## src/design/cache_maint_pkg.sv

```systemverilog
// Constants, field layouts and carrier types for the L1 cache maintenance block.
// Assumes a single 40 MHz processor clock and word-wide private peripheral region accesses.
package cache_maint_pkg;

    // Register addresses in the private peripheral region
    localparam logic [31:0] ICACHE_INVALIDATE_ALL_ADDR = 32'he000ef50;
    localparam logic [31:0] RESERVED_GAP_ADDR = 32'he000ef54;
    localparam logic [31:0] ICACHE_INVALIDATE_BY_ADDRESS_POU_ADDR = 32'he000ef58;
    localparam logic [31:0] DCACHE_INVALIDATE_BY_ADDRESS_POC_ADDR = 32'he000ef5c;
    localparam logic [31:0] DCACHE_INVALIDATE_BY_SET_WAY_ADDR = 32'he000ef60;
    localparam logic [31:0] DCACHE_CLEAN_BY_ADDRESS_POU_ADDR = 32'he000ef64;
    localparam logic [31:0] DCACHE_CLEAN_BY_ADDRESS_POC_ADDR = 32'he000ef68;
    localparam logic [31:0] DCACHE_CLEAN_BY_SET_WAY_ADDR = 32'he000ef6c;
    localparam logic [31:0] DCACHE_FLUSH_BY_ADDRESS_POC_ADDR = 32'he000ef70;
    localparam logic [31:0] DCACHE_FLUSH_BY_SET_WAY_ADDR = 32'he000ef74;
    localparam logic [31:0] BRANCH_PREDICTOR_INVALIDATE_STUB_ADDR = 32'he000ef78;
    localparam logic [31:0] CORE_CONFIG_CONTROL_ADDR = 32'he000ed14;

    // Field positions
    localparam int DCACHE_ENABLE_BIT = 16;
    localparam int ICACHE_ENABLE_BIT = 17;
    localparam int SET_LSB = 5;
    localparam int SET_FIELD_BITS = 9;
    localparam int WAY_LSB = 30;
    localparam int WAY_FIELD_BITS = 2;

    // Reset and read values
    localparam logic [31:0] READ_ZERO = 32'h0000_0000;
    localparam logic [31:0] CORE_CONFIG_CONTROL_RESET = 32'h0000_0000;
    localparam logic [31:0] CORE_CONFIG_CONTROL_MASK = 32'h0003_0000;

    typedef enum logic [3:0] {
        OP_NONE = 4'h0,
        OP_IC_INV_ALL = 4'h1,
        OP_IC_INV_ADDR_POU = 4'h2,
        OP_DC_INV_ADDR_POC = 4'h3,
        OP_DC_INV_SET_WAY = 4'h4,
        OP_DC_CLEAN_ADDR_POU = 4'h5,
        OP_DC_CLEAN_ADDR_POC = 4'h6,
        OP_DC_CLEAN_SET_WAY = 4'h7,
        OP_DC_FLUSH_ADDR_POC = 4'h8,
        OP_DC_FLUSH_SET_WAY = 4'h9
    } maint_op_e;

    typedef enum logic [1:0] {
        ST_IDLE = 2'b00,
        ST_FETCH = 2'b01,
        ST_ISSUE = 2'b10,
        ST_WAIT = 2'b11
    } issue_state_e;

    // Register access from the core's load/store unit
    typedef struct packed {
        logic valid;
        logic write;
        logic privileged;
        logic [31:0] addr;
        logic [31:0] wdata;
    } bus_req_s;

    typedef struct packed {
        logic valid;
        logic fault;
        logic [31:0] rdata;
    } bus_rsp_s;

    // Operation as held in the in-order queue
    typedef struct packed {
        maint_op_e kind;
        logic [31:0] operand;
    } queued_op_s;

    // Command to the cache arrays
    typedef struct packed {
        maint_op_e kind;
        logic [31:0] target_virtual_address;
        logic [SET_FIELD_BITS-1:0] set;
        logic [WAY_FIELD_BITS-1:0] way;
    } cache_cmd_s;

endpackage

```

## src/design/l1_cache_maintenance_ops.sv

```systemverilog
// Register front end and in-order issuer for L1 cache maintenance operations.
// Assumes the cache arrays take one command at a time and answer each with a done pulse.
`timescale 1ns/100ps

// Contract
// RULE_01 - Unprivileged access performs nothing and answers with a bus fault.
// RULE_02 - Write to instruction invalidate-all clears whole instruction cache; reads zero.
// RULE_03 - Branch predictor location reads zero and ignores writes.
// RULE_04 - By-address registers take a 32-bit address, are write-only, read zero.
// RULE_05 - Instruction line invalidate by address to point of unification.
// RULE_06 - Data line invalidate by address to point of coherency, no write-back.
// RULE_07 - Data line clean by address to unification or coherency point.
// RULE_08 - Data line clean then invalidate by address to point of coherency.
// RULE_09 - Set/way invalidate, clean and flush each act on one selected line.
// RULE_10 - Set index in bits 13:5; 29:14 and 4:1 reserved; bit 0 reads zero.
// RULE_11 - Way field in top bits accepts ways 0 to 3.
// RULE_12 - Smaller caches use the low-order bits of the set field.
// RULE_13 - Software sizes a whole-cache walk from the geometry registers.
// RULE_14 - Bits 16 and 17 of core control enable data and instruction caches.
// RULE_15 - Software invalidates each cache after reset before enabling it.
// RULE_16 - Software cleans the whole data cache before disabling it.
// RULE_17 - Software runs an instruction barrier after switching the instruction cache.
// RULE_18 - Maintenance faults are reported late, no hard fault when handled, no lockup.
// RULE_19 - Operations complete in issue order; one barrier covers them all.
// RULE_20 - Software places a data barrier before by-address or set/way operations.
// RULE_21 - A miss completes with no effect on contents and no fault.
module l1_cache_maintenance_ops #(
    parameter int QUEUE_DEPTH = 4,
    parameter int SET_BITS = 9
) (
    input wire logic i_clk_sys,
    input wire logic i_rst_b,
    input wire cache_maint_pkg::bus_req_s i_bus_req,
    output logic o_bus_ready,
    output cache_maint_pkg::bus_rsp_s o_bus_rsp,
    output logic o_cmd_valid,
    output cache_maint_pkg::cache_cmd_s o_cmd,
    input wire logic i_cmd_ready,
    input wire logic i_cmd_done,
    input wire logic i_cmd_error,
    input wire logic i_bus_fault_handler_en,
    output logic o_bus_fault_a,
    output logic o_hard_fault_b,
    output logic o_ops_drained,
    output logic o_dcache_enable,
    output logic o_icache_enable
);

    localparam int AW = (QUEUE_DEPTH > 1) ? $clog2(QUEUE_DEPTH) : 1;
    localparam int QW = $bits(cache_maint_pkg::queued_op_s);
    localparam logic [AW:0] DEPTH_COUNT = (AW + 1)'(QUEUE_DEPTH);
    localparam int SET_W = cache_maint_pkg::SET_FIELD_BITS;
    localparam logic [SET_W-1:0] SET_MASK = SET_W'((1 << SET_BITS) - 1);

    // Refuse shapes the pointer logic and set field cannot serve
    if (QUEUE_DEPTH < 2 || (1 << AW) != QUEUE_DEPTH) begin : g_bad_depth
        $error("QUEUE_DEPTH must be a power of two of at least 2");
    end
    if (SET_BITS < 1 || SET_BITS > cache_maint_pkg::SET_FIELD_BITS) begin : g_bad_sets
        $error("SET_BITS must lie between 1 and the set field width");
    end

    cache_maint_pkg::maint_op_e decoded_op;
    cache_maint_pkg::issue_state_e state_reg;
    cache_maint_pkg::queued_op_s head_op;
    logic [QW-1:0] head_raw;
    logic [31:0] ccr_reg;
    logic [AW-1:0] wr_ptr_reg;
    logic [AW-1:0] rd_ptr_reg;
    logic [AW:0] count_reg;
    logic [AW:0] count_next;
    logic mapped;
    logic take;
    logic priv_ok;
    logic push;
    logic pop;
    logic done_seen;
    logic [1:0] outstanding_reg;

    // Address decode; reserved gap and branch predictor stub are mapped but do nothing
    always_comb begin
        decoded_op = cache_maint_pkg::OP_NONE;
        mapped = 1'b1;
        unique case (i_bus_req.addr)
            cache_maint_pkg::ICACHE_INVALIDATE_ALL_ADDR:
                decoded_op = cache_maint_pkg::OP_IC_INV_ALL; // see RULE_02
            cache_maint_pkg::ICACHE_INVALIDATE_BY_ADDRESS_POU_ADDR:
                decoded_op = cache_maint_pkg::OP_IC_INV_ADDR_POU; // see RULE_05
            cache_maint_pkg::DCACHE_INVALIDATE_BY_ADDRESS_POC_ADDR:
                decoded_op = cache_maint_pkg::OP_DC_INV_ADDR_POC; // see RULE_06
            cache_maint_pkg::DCACHE_INVALIDATE_BY_SET_WAY_ADDR:
                decoded_op = cache_maint_pkg::OP_DC_INV_SET_WAY; // see RULE_09
            cache_maint_pkg::DCACHE_CLEAN_BY_ADDRESS_POU_ADDR:
                decoded_op = cache_maint_pkg::OP_DC_CLEAN_ADDR_POU; // see RULE_07
            cache_maint_pkg::DCACHE_CLEAN_BY_ADDRESS_POC_ADDR:
                decoded_op = cache_maint_pkg::OP_DC_CLEAN_ADDR_POC; // see RULE_07
            cache_maint_pkg::DCACHE_CLEAN_BY_SET_WAY_ADDR:
                decoded_op = cache_maint_pkg::OP_DC_CLEAN_SET_WAY; // see RULE_09
            cache_maint_pkg::DCACHE_FLUSH_BY_ADDRESS_POC_ADDR:
                decoded_op = cache_maint_pkg::OP_DC_FLUSH_ADDR_POC; // see RULE_08
            cache_maint_pkg::DCACHE_FLUSH_BY_SET_WAY_ADDR:
                decoded_op = cache_maint_pkg::OP_DC_FLUSH_SET_WAY; // see RULE_09
            cache_maint_pkg::BRANCH_PREDICTOR_INVALIDATE_STUB_ADDR:
                decoded_op = cache_maint_pkg::OP_NONE; // see RULE_03
            cache_maint_pkg::RESERVED_GAP_ADDR,
            cache_maint_pkg::CORE_CONFIG_CONTROL_ADDR:
                decoded_op = cache_maint_pkg::OP_NONE;
            default:
                mapped = 1'b0;
        endcase
    end

    // Only privileged stores reach the queue; reads never start an operation
    assign take = i_bus_req.valid && o_bus_ready;
    assign priv_ok = i_bus_req.privileged && mapped; // see RULE_01
    assign push = take && priv_ok && i_bus_req.write
        && (decoded_op != cache_maint_pkg::OP_NONE); // see RULE_01
    assign pop = (state_reg == cache_maint_pkg::ST_IDLE) && (count_reg != '0);
    assign done_seen = (state_reg == cache_maint_pkg::ST_WAIT) && i_cmd_done;

    always_comb begin
        count_next = count_reg;
        if (push && !pop) begin
            count_next = count_reg + 1'b1;
        end else if (pop && !push) begin
            count_next = count_reg - 1'b1;
        end
    end

    // Register answer one cycle after the access; every read of this space except the core control register returns zero
    always_ff @(posedge i_clk_sys or negedge i_rst_b) begin
        if (!i_rst_b) begin
            o_bus_rsp <= '0;
        end else begin
            o_bus_rsp.valid <= take;
            o_bus_rsp.fault <= take && !priv_ok; // see RULE_01
            o_bus_rsp.rdata <= cache_maint_pkg::READ_ZERO; // see RULE_04
            if (take && priv_ok && !i_bus_req.write
                    && i_bus_req.addr == cache_maint_pkg::CORE_CONFIG_CONTROL_ADDR) begin
                o_bus_rsp.rdata <= ccr_reg;
            end
        end
    end

    // Cache enables; other bits of the control word are kept at zero
    always_ff @(posedge i_clk_sys or negedge i_rst_b) begin
        if (!i_rst_b) begin
            ccr_reg <= cache_maint_pkg::CORE_CONFIG_CONTROL_RESET;
            o_dcache_enable <= 1'b0;
            o_icache_enable <= 1'b0;
        end else if (take && priv_ok && i_bus_req.write
                && i_bus_req.addr == cache_maint_pkg::CORE_CONFIG_CONTROL_ADDR) begin
            ccr_reg <= i_bus_req.wdata & cache_maint_pkg::CORE_CONFIG_CONTROL_MASK;
            o_dcache_enable <= i_bus_req.wdata[cache_maint_pkg::DCACHE_ENABLE_BIT]; // see RULE_14
            o_icache_enable <= i_bus_req.wdata[cache_maint_pkg::ICACHE_ENABLE_BIT]; // see RULE_14
        end
    end

    // Queue bookkeeping; a full queue stalls the core rather than dropping an operation
    always_ff @(posedge i_clk_sys or negedge i_rst_b) begin
        if (!i_rst_b) begin
            wr_ptr_reg <= '0;
            rd_ptr_reg <= '0;
            count_reg <= '0;
            o_bus_ready <= 1'b1;
        end else begin
            if (push) begin
                wr_ptr_reg <= wr_ptr_reg + 1'b1;
            end
            if (pop) begin
                rd_ptr_reg <= rd_ptr_reg + 1'b1;
            end
            count_reg <= count_next;
            o_bus_ready <= (count_next != DEPTH_COUNT);
        end
    end

    cache_op_queue_mem #(
        .WIDTH(QW),
        .DEPTH(QUEUE_DEPTH),
        .AW(AW)
    ) u_queue (
        .i_clk_sys(i_clk_sys),
        .i_rst_b(i_rst_b),
        .i_wr_en(push),
        .i_wr_addr(wr_ptr_reg),
        .i_wr_data({decoded_op, i_bus_req.wdata}),
        .i_rd_en(pop),
        .i_rd_addr(rd_ptr_reg),
        .o_rd_data(head_raw)
    );

    assign head_op = cache_maint_pkg::queued_op_s'(head_raw);

    // One operation in flight at a time, so completions follow issue order
    always_ff @(posedge i_clk_sys or negedge i_rst_b) begin
        if (!i_rst_b) begin
            state_reg <= cache_maint_pkg::ST_IDLE;
        end else begin
            unique case (state_reg)
                cache_maint_pkg::ST_IDLE: begin
                    if (pop) begin
                        state_reg <= cache_maint_pkg::ST_FETCH;
                    end
                end
                cache_maint_pkg::ST_FETCH: begin
                    state_reg <= cache_maint_pkg::ST_ISSUE;
                end
                cache_maint_pkg::ST_ISSUE: begin
                    if (i_cmd_ready) begin
                        state_reg <= cache_maint_pkg::ST_WAIT; // see RULE_19
                    end
                end
                cache_maint_pkg::ST_WAIT: begin
                    if (i_cmd_done) begin
                        state_reg <= cache_maint_pkg::ST_IDLE; // see RULE_19
                    end
                end
            endcase
        end
    end

    // Command build: set index uses the low bits of the field, way the top two bits
    always_ff @(posedge i_clk_sys or negedge i_rst_b) begin
        if (!i_rst_b) begin
            o_cmd_valid <= 1'b0;
            o_cmd <= '0;
        end else if (state_reg == cache_maint_pkg::ST_FETCH) begin
            o_cmd_valid <= 1'b1;
            o_cmd.kind <= head_op.kind;
            o_cmd.target_virtual_address <= head_op.operand; // see RULE_04
            o_cmd.set <= '0;
            o_cmd.way <= '0;
            if (head_op.kind == cache_maint_pkg::OP_DC_INV_SET_WAY
                    || head_op.kind == cache_maint_pkg::OP_DC_CLEAN_SET_WAY
                    || head_op.kind == cache_maint_pkg::OP_DC_FLUSH_SET_WAY) begin
                o_cmd.set <= head_op.operand[cache_maint_pkg::SET_LSB +:
                    cache_maint_pkg::SET_FIELD_BITS] & SET_MASK; // see RULE_10 see RULE_12
                o_cmd.way <= head_op.operand[cache_maint_pkg::WAY_LSB +:
                    cache_maint_pkg::WAY_FIELD_BITS]; // see RULE_11
            end
        end else if (o_cmd_valid && i_cmd_ready) begin
            o_cmd_valid <= 1'b0;
        end
    end

    // Faults arrive after the store retired; a miss answers with no error (see RULE_21)
    always_ff @(posedge i_clk_sys or negedge i_rst_b) begin
        if (!i_rst_b) begin
            o_bus_fault_a <= 1'b0;
            o_hard_fault_b <= 1'b0;
        end else begin
            o_bus_fault_a <= done_seen && i_cmd_error && i_bus_fault_handler_en; // see RULE_18
            o_hard_fault_b <= done_seen && i_cmd_error && !i_bus_fault_handler_en; // see RULE_18
        end
    end

    // Drained means every earlier operation has completed, which a data barrier waits on
    always_ff @(posedge i_clk_sys or negedge i_rst_b) begin
        if (!i_rst_b) begin
            o_ops_drained <= 1'b1;
        end else begin
            o_ops_drained <= (count_next == '0) && !push && !pop
                && (state_reg == cache_maint_pkg::ST_IDLE); // see RULE_19
        end
    end

    // Helper: commands accepted by the arrays but not yet done
    always_ff @(posedge i_clk_sys or negedge i_rst_b) begin
        if (!i_rst_b) begin
            outstanding_reg <= '0;
        end else begin
            outstanding_reg <= outstanding_reg + 2'((o_cmd_valid && i_cmd_ready) ? 1 : 0)
                - 2'(done_seen ? 1 : 0);
        end
    end
endmodule

```

## src/design/cache_op_queue_mem.sv

```systemverilog
// Small storage array for queued maintenance operations.
// Assumes the owner keeps the pointers and never reads and writes one slot in a cycle.
`timescale 1ns/100ps
module cache_op_queue_mem #(
    parameter int WIDTH = 36,
    parameter int DEPTH = 4,
    parameter int AW = 2
) (
    input wire logic i_clk_sys,
    input wire logic i_rst_b,
    input wire logic i_wr_en,
    input wire logic [AW-1:0] i_wr_addr,
    input wire logic [WIDTH-1:0] i_wr_data,
    input wire logic i_rd_en,
    input wire logic [AW-1:0] i_rd_addr,
    output logic [WIDTH-1:0] o_rd_data
);

    logic [WIDTH-1:0] mem_reg [DEPTH];

    // Array has no reset; only slots that were written are ever read
    always_ff @(posedge i_clk_sys) begin
        if (i_wr_en) begin
            mem_reg[i_wr_addr] <= i_wr_data;
        end
    end

    // Registered read port keeps the array off the command path
    always_ff @(posedge i_clk_sys or negedge i_rst_b) begin
        if (!i_rst_b) begin
            o_rd_data <= '0;
        end else if (i_rd_en) begin
            o_rd_data <= mem_reg[i_rd_addr];
        end
    end

endmodule

```

## config.mk

```make
export PLATFORM = sky130hd
export DESIGN_NAME = l1_cache_maintenance_ops
export DESIGN_NICKNAME = d
export VERILOG_FILES = /design/src/design/cache_maint_pkg.sv /design/src/design/l1_cache_maintenance_ops.sv /design/src/design/cache_op_queue_mem.sv
export SDC_FILE = /design/constraint.sdc
export NUM_CORES = 1
export LEC_CHECK = 0
export BUFFER_PORTS_ARGS = -buffer_cell sky130_fd_sc_hd__buf_2
export CAP_MARGIN = 20
export CORE_MARGIN = 1
export CORE_UTILIZATION = 51
export DETAILED_ROUTE_END_ITERATION = 6
export PLACE_DENSITY = 0.76
export SYNTH_ARGS = -nofsm -noshare
export SYNTH_HDL_FRONTEND = slang
export SYNTH_SLANG_ARGS = --single-unit
export TNS_END_PERCENT = 100
```

## constraint.sdc

```tcl
create_clock -name i_clk_sys -period 2.3 [get_ports i_clk_sys]
set_input_delay 0 -clock i_clk_sys [delete_from_list [all_inputs] [get_ports i_clk_sys]]
set_output_delay 0 -clock i_clk_sys [all_outputs]
set_load 0.01 [all_outputs]
```

# Word-level counts from Yosys, hierarchy flattened
# Memories as Yosys holds them, arrays and structs flattened. A register that Yosys moved wholly into a read port is not among the register bits.
# Cells that the tools add are included.
# Widths: inputs -> output; s select.
[totals]
reg_bits = 99
mem_bits_rw = 144
in_bits = 73
output_inout_bits = 88
word_cells = 95
mem_count = 1
[classes]
add_sub_neg = 4
eq_ne = 22
muxes = 14
n_reduce_logical = 35
[memory_table]
columns = ["memory", "depth", "word_bits", "rd", "rd_ports_with_merged_regs", "wr", "line_no", "source"]
rows = [
  ["u_queue.mem_reg", 4, 36, 1, 1, 1, "cache_op_queue_mem.sv:19", "logic [WIDTH-1:0] mem_reg [DEPTH];"],
]
[ops]
columns = ["cell", "n"]
rows = [
  ["$eq 32x32->1 const B", 12],
  ["$pmux 4 s9", 1],
  ["$logic_and 1x1->1", 20],
  ["$mux 18", 1],
  ["$reduce_or 12->1", 1],
  ["$mux 11", 1],
  ["$eq 4x3->1 const B", 2],
  ["$pmux 2 s4", 1],
  ["$logic_not 1->1", 6],
  ["$mux 2", 3],
  ["$mux 3", 2],
  ["$ne 2x2->1 const B", 3],
  ["$mux 1", 5],
  ["$add 2x1->2 const B", 2],
  ["$eq 2x2->1 const B", 2],
  ["$eq 4x4->1 const B", 1],
  ["$reduce_bool 4->1", 1],
  ["$add 3x1->3 const B", 1],
  ["$logic_not 3->1", 1],
  ["$ne 3x3->1 const B", 1],
  ["$reduce_and 3->1", 1],
  ["$reduce_bool 3->1", 1],
  ["$sub 3x1->3 const B", 1],
  ["$eq 2x1->1 const B", 1],
  ["other kinds (3)", 4],
]

# Longest topological paths before layout
# Gate-level depths: netlist of run 1.
[logic_depth]
word_depth = 15
depth_mapped = 9
mapped_depth_nobuf = 8

# Cells and area by module
# From an unflattened synthesis of run 1, not the netlist that was laid out.
[unflattened]
cells_unflattened = 654
hier_area_um2 = 10005.8
[modules_own_cells]
columns = ["mod", "n_inst", "cells_each", "area_per_inst_um2", "seq_area_each_um2"]
rows = [
  ["cache_op_queue_mem", 1, 350, 6775.2, 5225.0],
  ["l1_cache_maintenance_ops", 1, 304, 3230.6, 1679.1],
]

# Worst setup path before layout of run 1
# Ideal clock, no wire load.
[synth_timing]
path_type = "input port to flip-flop"
startpoint = "in i_bus_req[50] (netlist name)"
endpoint = "mem u_queue.mem_reg[1][0] (enable)"
setup_time_ns = 0.397
arrival_ns = 2.146
required_time_ns = 1.903
setup_slack_ns = -0.243
cell_stages = 6
n_path_buf = 1
cell_sequence = "nor4_1 nand4_1 nor4_2 and3_4 buf_8 and2_1"
[synth_via]
elab_chain_len = 9
word_cells_on_any_way = 22
cone_classes = "12 x eq/ne; 4 x mux; 6 x reduce/logical"
[synth_lines]
columns = ["element", "line_no", "source"]
rows = [
  ["start: declaration", "l1_cache_maintenance_ops.sv:33", "input wire cache_maint_pkg::bus_req_s i_bus_req,"],
  ["$eq 32x32->1", "l1_cache_maintenance_ops.sv:84", "unique case (i_bus_req.addr)"],
  ["$reduce_or 12->1 (no line)", "--", ""],
  ["$mux 1", "l1_cache_maintenance_ops.sv:84", ""],
  ["$logic_and 1x1->1", "l1_cache_maintenance_ops.sv:115", "assign priv_ok = i_bus_req.privileged && mapped;"],
  ["$logic_and 1x1->1 (2 in a row)", "l1_cache_maintenance_ops.sv:116", "assign push = take && priv_ok && i_bus_req.write"],
  ["$logic_and 1x1->1 (*)", "l1_cache_maintenance_ops.sv:117", "&& (decoded_op != cache_maint_pkg::OP_NONE);"],
  ["$mux 1 (*)", "cache_op_queue_mem.sv:23", "if (i_wr_en) begin"],
  ["$mux 1 (not written as such) (*)", "cache_op_queue_mem.sv:24", "mem_reg[i_wr_addr] <= i_wr_data;"],
  ["end: declaration", "cache_op_queue_mem.sv:19", ""],
]
# Every way passes the cells marked *; elsewhere a longest branch is shown, timed or not.

# Final worst setup path of run 1
[layout_timing]
startpoint = "in i_bus_req[36] (netlist name)"
endpoint = "mem u_queue.mem_reg[0][2] (enable)"
# The elaborated chain is that of the path after synthesis.

==> qor.yml, run 1 <==
final_cell_area_sq_um: 12200
antenna_left: 0
synth_area_leaders: "edfxtp_1 (44%), dfrtp_1 (26%), mux4_2 (8.2%), nand2_1 (5.1%), mux2_2 (4.5%)"
ios: 161
cts_sinks: 247
fin_skew_ns: 0.0113
fp.dieArea_sq_um: 19900
combPwrFrac: 0.279
synthMuxAreaShare: 0.130
post-synth-top-count-cell: "edfxtp_1"
critical-path-max-stage-delay_ns: 0.54
r2r_start: "o_bus_ready"
arrival_ns: 2.37
synthAdderAreaFrac: 0.0140
swShare: 0.294
place_ws_ns: 0.115
crit_type: "in -> reg"
cts-root-buf: "clkbuf_16"
timing.critical_path.buf_inv: 3
synth_common_cells: "edfxtp_1 (144), nand2_1 (133), dfrtp_1 (101)"
power_mw: 14.4
htreeDepth: 1
place_area_sq_um: 10900
met2_usage: 0.361
cts_inserted_buffers: 26
maxCapViolations: 0
drv_slew: 0
globalRouteOverflowTotal: 0
cp.depth: 8
stdcell_count: 1117
area_delta_synth_final_pct: 24.2
antenna_found_initial: 0
port_buffers: 130
r2r-end: "u_queue.mem_reg[0][2]"
cp_max_fo: 36
gp_congestion: 0.830
cts_tree: "done"
r2r_slack_ns: 0.31
largest_reg_flops: 144
yosys.area_share.simple: 0.0902
crit_path_end_kind: "register"
crit_chain: "dlygate4sd3_1 -> buf_2 -> and2_1 -> o311a_1 -> a2111oi_4 -> and3_4 -> and2_2 -> buf_12"
core-area_sq_um: 18800
grt.busiest_layer: "met2"
clock.fmax_ghz: 0.463
clockBufferDepth: 3
synth_top_family_by_area: "multiplexers"
dp.cells: 1021
period_needed_ns: 2.16
rsz0062_at_grt: "false"
clock_latency_ns: 0.52
grt_pass1_wl_um: 31500
grt_pass1_vias: 6119
tightestPinTransition_ns: 0.595
relSlewSlack: 0.603
hold_class: "in -> async"
startpoint: "i_bus_req[36]"
synth_area_sq_um: 9850
synthDistinctLibCells: 50
yosys_warnings: 0
clockPowerShare: 0.297
worst_setup_path_start_kind: "input port"
layout_setup_ws_ns: 0.138
fin_util: 0.650
drc_errors: 0
die_x_um: 141
diodes: 0
final-setup-viol-count: 0
p_int_mw: 10.2
ys_ff_latch: 247
initial_core_util: 0.523
power_density_nw_per_um2: 1180
synth-edff-count: 144
yosysTopAreaCell: "edfxtp_1"
synthXorXnorAreaFrac: 0.00445
dieHeight_um: 141
synth-compound-area-share: 0.0175
n_fill_cell: 1344
drive_gt1_frac: 0.330
syn_inst: 640
postCtsSetupRepairBufs: 0
viasPerCell: 5.13
crit_slowest_cell: "dlygate4sd3_1"
layout.nets: 921
grt_max_degree: 47
num_vias: 5725
dr.pass1.iters: 5
ys.flop_type: "edfxtp_1"
hold_viol: 0
switching_power_mw: 4.23
grt_util_met1: 0.260
worstPathRequired_ns: 2.51
wl_per_cell_um: 17.3
dp_hpwl_um: 12300
avgSynthCellArea_sq_um: 15.4
clk_pin_slew_ns: 0.06
whs_ns: 0.0300
status: "finished, final reports clean"
std_cell_rows: 50
drt_iter0_markers: 382
synth_top_area_share: 0.439
crit_end: "u_queue.mem_reg[0][2]"
critPathTopFamily: "buffers and inverters"
track_usage: 0.206
vdd_drop_max_mv: 0.828
power_leakage_nw: 5.02
seq_power_share: 0.423
ys_seq_area_frac: 0.701
r2r_cells: 5
drt-total-wl_um: 19300
use_met3: 0.0316
layout_worst_path_cycle_share: 0.940
synthArstFlopShare: 0.417
setup_tns_ns: 0
routing by layer:
layer | part of all wire | vias up
met5 | 0 | -
met4 | 0.026 | 0
met3 | 0.051 | 44
met2 | 0.51 | 219
met1 | 0.41 | 2828
li1 | - | 2634
layout by cell type, fill, tap and decap left out, types with 3 or more instances in the layout:
cell type and instances:
mux2_2 39, conb_1 30, mux4_2 36, inv_1 22, nand2_1 133, edfxtp_1 144
nor4_1 3, buf_2 129, mux2i_1 3, and2_1 3, nand4_1 3, nand4b_1 3
and2_2 4, clkinv_2 5, buf_4 9, dfrtp_1 99, nor3_1 5, clkbuf_1 5
nor2_1 15, bufinv_16 4, ha_1 10, dlygate4sd3_1 48, o21ai_0 16, nand3_1 4
a21oi_1 4, buf_12 9, xnor2_1 5, clkbuf_16 27
cell type report:
type / count / area [sq um] / area share
sequential: 247 / 6910 / 0.565
multi-input combinational: 344 / 2650 / 0.217
timing repair buffer: 195 / 1370 / 0.112
clock buffer: 33 / 708 / 0.0579
tap: 260 / 325 / 0.0266
clock inverter: 15 / 185 / 0.0151
inverter: 23 / 86.3 / 0.00706
power by group through the flow:
| stage | Sequential (mW) | Clock [mW] | Combinational (mW) |
|---|---|---|---|
| finish | 6.09 | 4.28 | 4.02 |
| detailed placement | 6.19 | 0 | 4.00 |
| floorplan | 6.19 | 0 | 2.55 |
| global route | 6.21 | 4.56 | 4.45 |
| CTS | 6.10 | 4.37 | 4.09 |
| global placement | 6.12 | 0 | 3.86 |
worst min path at each step:
stage / depth (start not counted) / start / end / slack (ns)
detailed placement: 1 / i_rst_b / o_cmd[20] / 0.05
global placement: 1 / i_rst_b / o_cmd[20] / 0.05
CTS: 2 / i_rst_b / o_cmd[31] / 0.05
floorplan: 0 / i_rst_b / ccr_reg[16] / -0.30
finish: 2 / i_rst_b / o_cmd[31] / 0.03
global route: 2 / i_rst_b / o_cmd[31] / 0.07
cells by family after synthesis:
group	count (synthesis)
AO/OA/AOI/OAI	27
flip-flops	247
buffers and inverters	78
adder cells (fa/ha/maj)	11
XOR/XNOR	5
AND/OR/NAND/NOR	193
other	1
multiplexers	78
timing repair:
item	CTS	global route
endpoints found under the hold margin	192	0
gates resized for setup	0	0
endpoints found under the setup margin	0	0
hold buffers	48	0
Power figures use the tool's default switching activity.
==> run 2, diff against run 1 <==
--- a/config.mk
+++ b/config.mk
@@ -8,9 +8,9 @@
 export BUFFER_PORTS_ARGS = -buffer_cell sky130_fd_sc_hd__buf_2
 export CAP_MARGIN = 20
 export CORE_MARGIN = 1
-export CORE_UTILIZATION = 51
+export CORE_UTILIZATION = 40
 export DETAILED_ROUTE_END_ITERATION = 6
-export PLACE_DENSITY = 0.76
+export HOLD_SLACK_MARGIN = 0.12
 export SYNTH_ARGS = -nofsm -noshare
 export SYNTH_HDL_FRONTEND = slang
 export SYNTH_SLANG_ARGS = --single-unit
==> run 2 against run 1 <==
Final cell count is 6.9% higher. Core utilization is 14 points lower. Final area is 2.0% higher. Clock skew is 0.0099 ns higher. Fmax is 0.82% lower. Power is 0.32% lower. Via count is 1.9% lower. Worst setup slack worse by 0.018 ns. Critical path depth stayed put. Sequential share of layout area is 1.1 points lower. First-iteration DRC count is 40% lower. Critical endpoint is now u_queue.mem_reg[0][28].
==> qor.yml, run 2 (synthesis results as in run 1) <==
power_density_nw_per_um2: 1150  # -2.2%
cts_inserted_buffers: 27  # +3.8%
cp_common_cell: "dlygate4sd3_1"
grt_max_degree: 59  # +26%
core-area_sq_um: 24200  # +29%
swShare: 0.295  # +0.00165
clock_latency_ns: 0.53  # about the same
relSlewSlack: 0.511  # -0.0928
p_int_mw: 10.1  # -0.55%
die_x_um: 159  # +13%
arrival_ns: 2.41  # +0.04 ns
power_leakage_nw: 5.10  # +1.6%
switching_power_mw: 4.24  # +0.24%
period_needed_ns: 2.18  # +0.0179 ns
grt_pass1_wl_um: 31500  # about the same
grt_pass1_vias: 5789  # -5.4%
antenna_left: 0  # unchanged
cts_sinks: 247  # unchanged
layout_common_cells: "edfxtp_1 (144), nand2_1 (133), buf_2 (129), dfrtp_1 (99), dlygate4sd3_1 (52)"
worst_setup_path_start_kind: "input port"
track_usage: 0.157  # -0.0485
hold_viol: 0  # unchanged
mostFrequentLayoutCell: "edfxtp_1"
critical-path-max-stage-delay_ns: 0.61  # +0.07 ns
crit_path_end_kind: "register"
antenna_found_initial: 1  # +1
drt_iter0_markers: 230  # -40%
setup_tns_ns: 0  # unchanged
crit_type: "in -> reg"
area_delta_synth_final_pct: 26.6
combPwrFrac: 0.278  # about the same
cts_tree: "done"
port_buffers: 130  # unchanged
drive_gt1_frac: 0.337  # +0.00656
initial_core_util: 0.406  # -0.117
crit_chain: "dlygate4sd3_1 -> buf_2 -> nand2_1 -> dlygate4sd3_1 -> a2111oi_4 -> and3_4 -> and2_2 -> clkbuf_16"
seq_power_share: 0.427  # +0.004
n_fill_cell: 2035  # +51%
dieHeight_um: 159  # +13%
final-setup-viol-count: 0  # unchanged
maxCapViolations: 0  # unchanged
postCtsSetupRepairBufs: 0  # unchanged
rsz0062_at_grt: "false"
drt-total-wl_um: 19300  # about the same
layout.nets: 933  # +1.3%
cts-root-buf: "clkbuf_16"
ios: 161  # unchanged
layout_worst_path_cycle_share: 0.948  # +0.00777
drc_errors: 0  # unchanged
clk_pin_slew_ns: 0.06  # about the same
viasPerCell: 4.70  # -8.2%
htreeDepth: 1  # unchanged
fin_skew_ns: 0.0212  # +0.00987 ns
hold_class: "in -> reg"
globalRouteOverflowTotal: 0  # unchanged
num_vias: 5615  # -1.9%
clockBufferDepth: 3  # unchanged
dr.pass1.iters: 6  # +1
fp.dieArea_sq_um: 25300  # +27%
wl_per_cell_um: 16.2  # -6.5%
clock.fmax_ghz: 0.459  # -0.82%
whs_ns: 0.159  # +0.129 ns
drv_slew: 0  # unchanged
std_cell_rows: 57  # +14%
status: "finished, final reports clean"
largest_reg_flops: 144  # unchanged
tightestPinTransition_ns: 0.732  # +0.137 ns
crit_slowest_cell: "dlygate4sd3_1"
vdd_drop_max_mv: 0.661  # -20%
cp_max_fo: 18  # -50%
clockPowerShare: 0.296  # about the same
diodes: 0  # unchanged
worstPathRequired_ns: 2.53  # +0.02 ns
gp_congestion: 0.748  # -9.9%
dp_hpwl_um: 12600  # +2.7%
[run 2: cell count changes in the layout (fill, tap and decap cells not counted), moves of 2 or more]
cell and delta:
buf_12 +4, dlygate4sd3_1 +4, clkbuf_1 -2, buf_4 +2, bufinv_16 -2, clkinv_2 +3
clkbuf_8 +2, clkbuf_16 +2
[run 2: path summary, 6_finish.rpt]
kind                          startpoint                      to  slack, ns  cells after the start
max in group asynchronous        i_rst_b               o_cmd[14]       0.64                      4
setup / recovery           i_bus_req[64]  u_queue.mem_reg[0][28]       0.12                      8
hold reg to reg             count_reg[2]           o_ops_drained       0.44                      1
setup reg to reg             o_bus_ready           o_bus_rsp[17]       0.26                      6
hold / removal             i_bus_req[48]           o_bus_rsp[16]       0.16                      7
min in group asynchronous        i_rst_b            state_reg[0]       0.58                      4
[run 2: power by group through the flow]
stage | logic (mW) | clock network, mW | registers [mW]
final | 3.98 | 4.24 | 6.12
after CTS | 4.09 | 4.37 | 6.15
after global placement | 3.94 | 0 | 6.21
after detailed placement | 4.00 | 0 | 6.22
after floorplan | 2.55 | 0 | 6.19
after global routing | 4.43 | 4.53 | 6.26
[run 2: metal layers]
| metal | vias to the layer above | track usage | share of wire |
|---|---|---|---|
| met5 | - | 0 | 0.00052 |
| met4 | 2 | 0.0415 | 0.021 |
| met3 | 32 | 0.0245 | 0.038 |
| met2 | 151 | 0.267 | 0.49 |
| met1 | 2768 | 0.211 | 0.45 |
| li1 | 2662 | - | - |
[run 2: metrics by stage]
step / setup slack (ns) / area [sq um] / utilization / cells / power [mW]
finish: 0.120 / 12500 / 0.514 / 1194 / 14.3
global route: 0.00452 / 12500 / 0.514 / 1194 / 15.2
CTS: 0.131 / 12400 / 0.513 / 1193 / 14.6
detailed placement: 0.186 / 11000 / 0.455 / 1091 / 10.2
global placement: 0.227 / 11000 / 0.455 / 1091 / 10.1
floorplan: 0.134 / 9960 / - / 669 / 8.75
[run 2: worst max-delay path: cells and delay by family]
family | cells | cell delay, ns
buf+inv | 4 | 1.47
compound gates | 1 | 0.41
simple gates | 3 | 0.53
[run 2: final cells by class]
| class | count | area [sq um] | area share |
|---|---|---|---|
| Clock buffer | 34 | 753 | 0.0604 |
| Tap cell | 324 | 405 | 0.0325 |
| Multi-Input combinational cell | 344 | 2650 | 0.212 |
| Clock inverter | 16 | 139 | 0.0111 |
| Sequential cell | 247 | 6910 | 0.554 |
| Inverter | 23 | 86.3 | 0.00692 |
| Timing Repair Buffer | 206 | 1530 | 0.123 |
[run 2: what timing repair did]
| action | 4_1_cts | 5_1_grt |
|---|---|---|
| hold buffers | 52 | 0 |
| setup endpoints to repair | 0 | 12 |
| endpoints found under the hold margin | 258 | 0 |
| gates resized for setup | 0 | 0 |
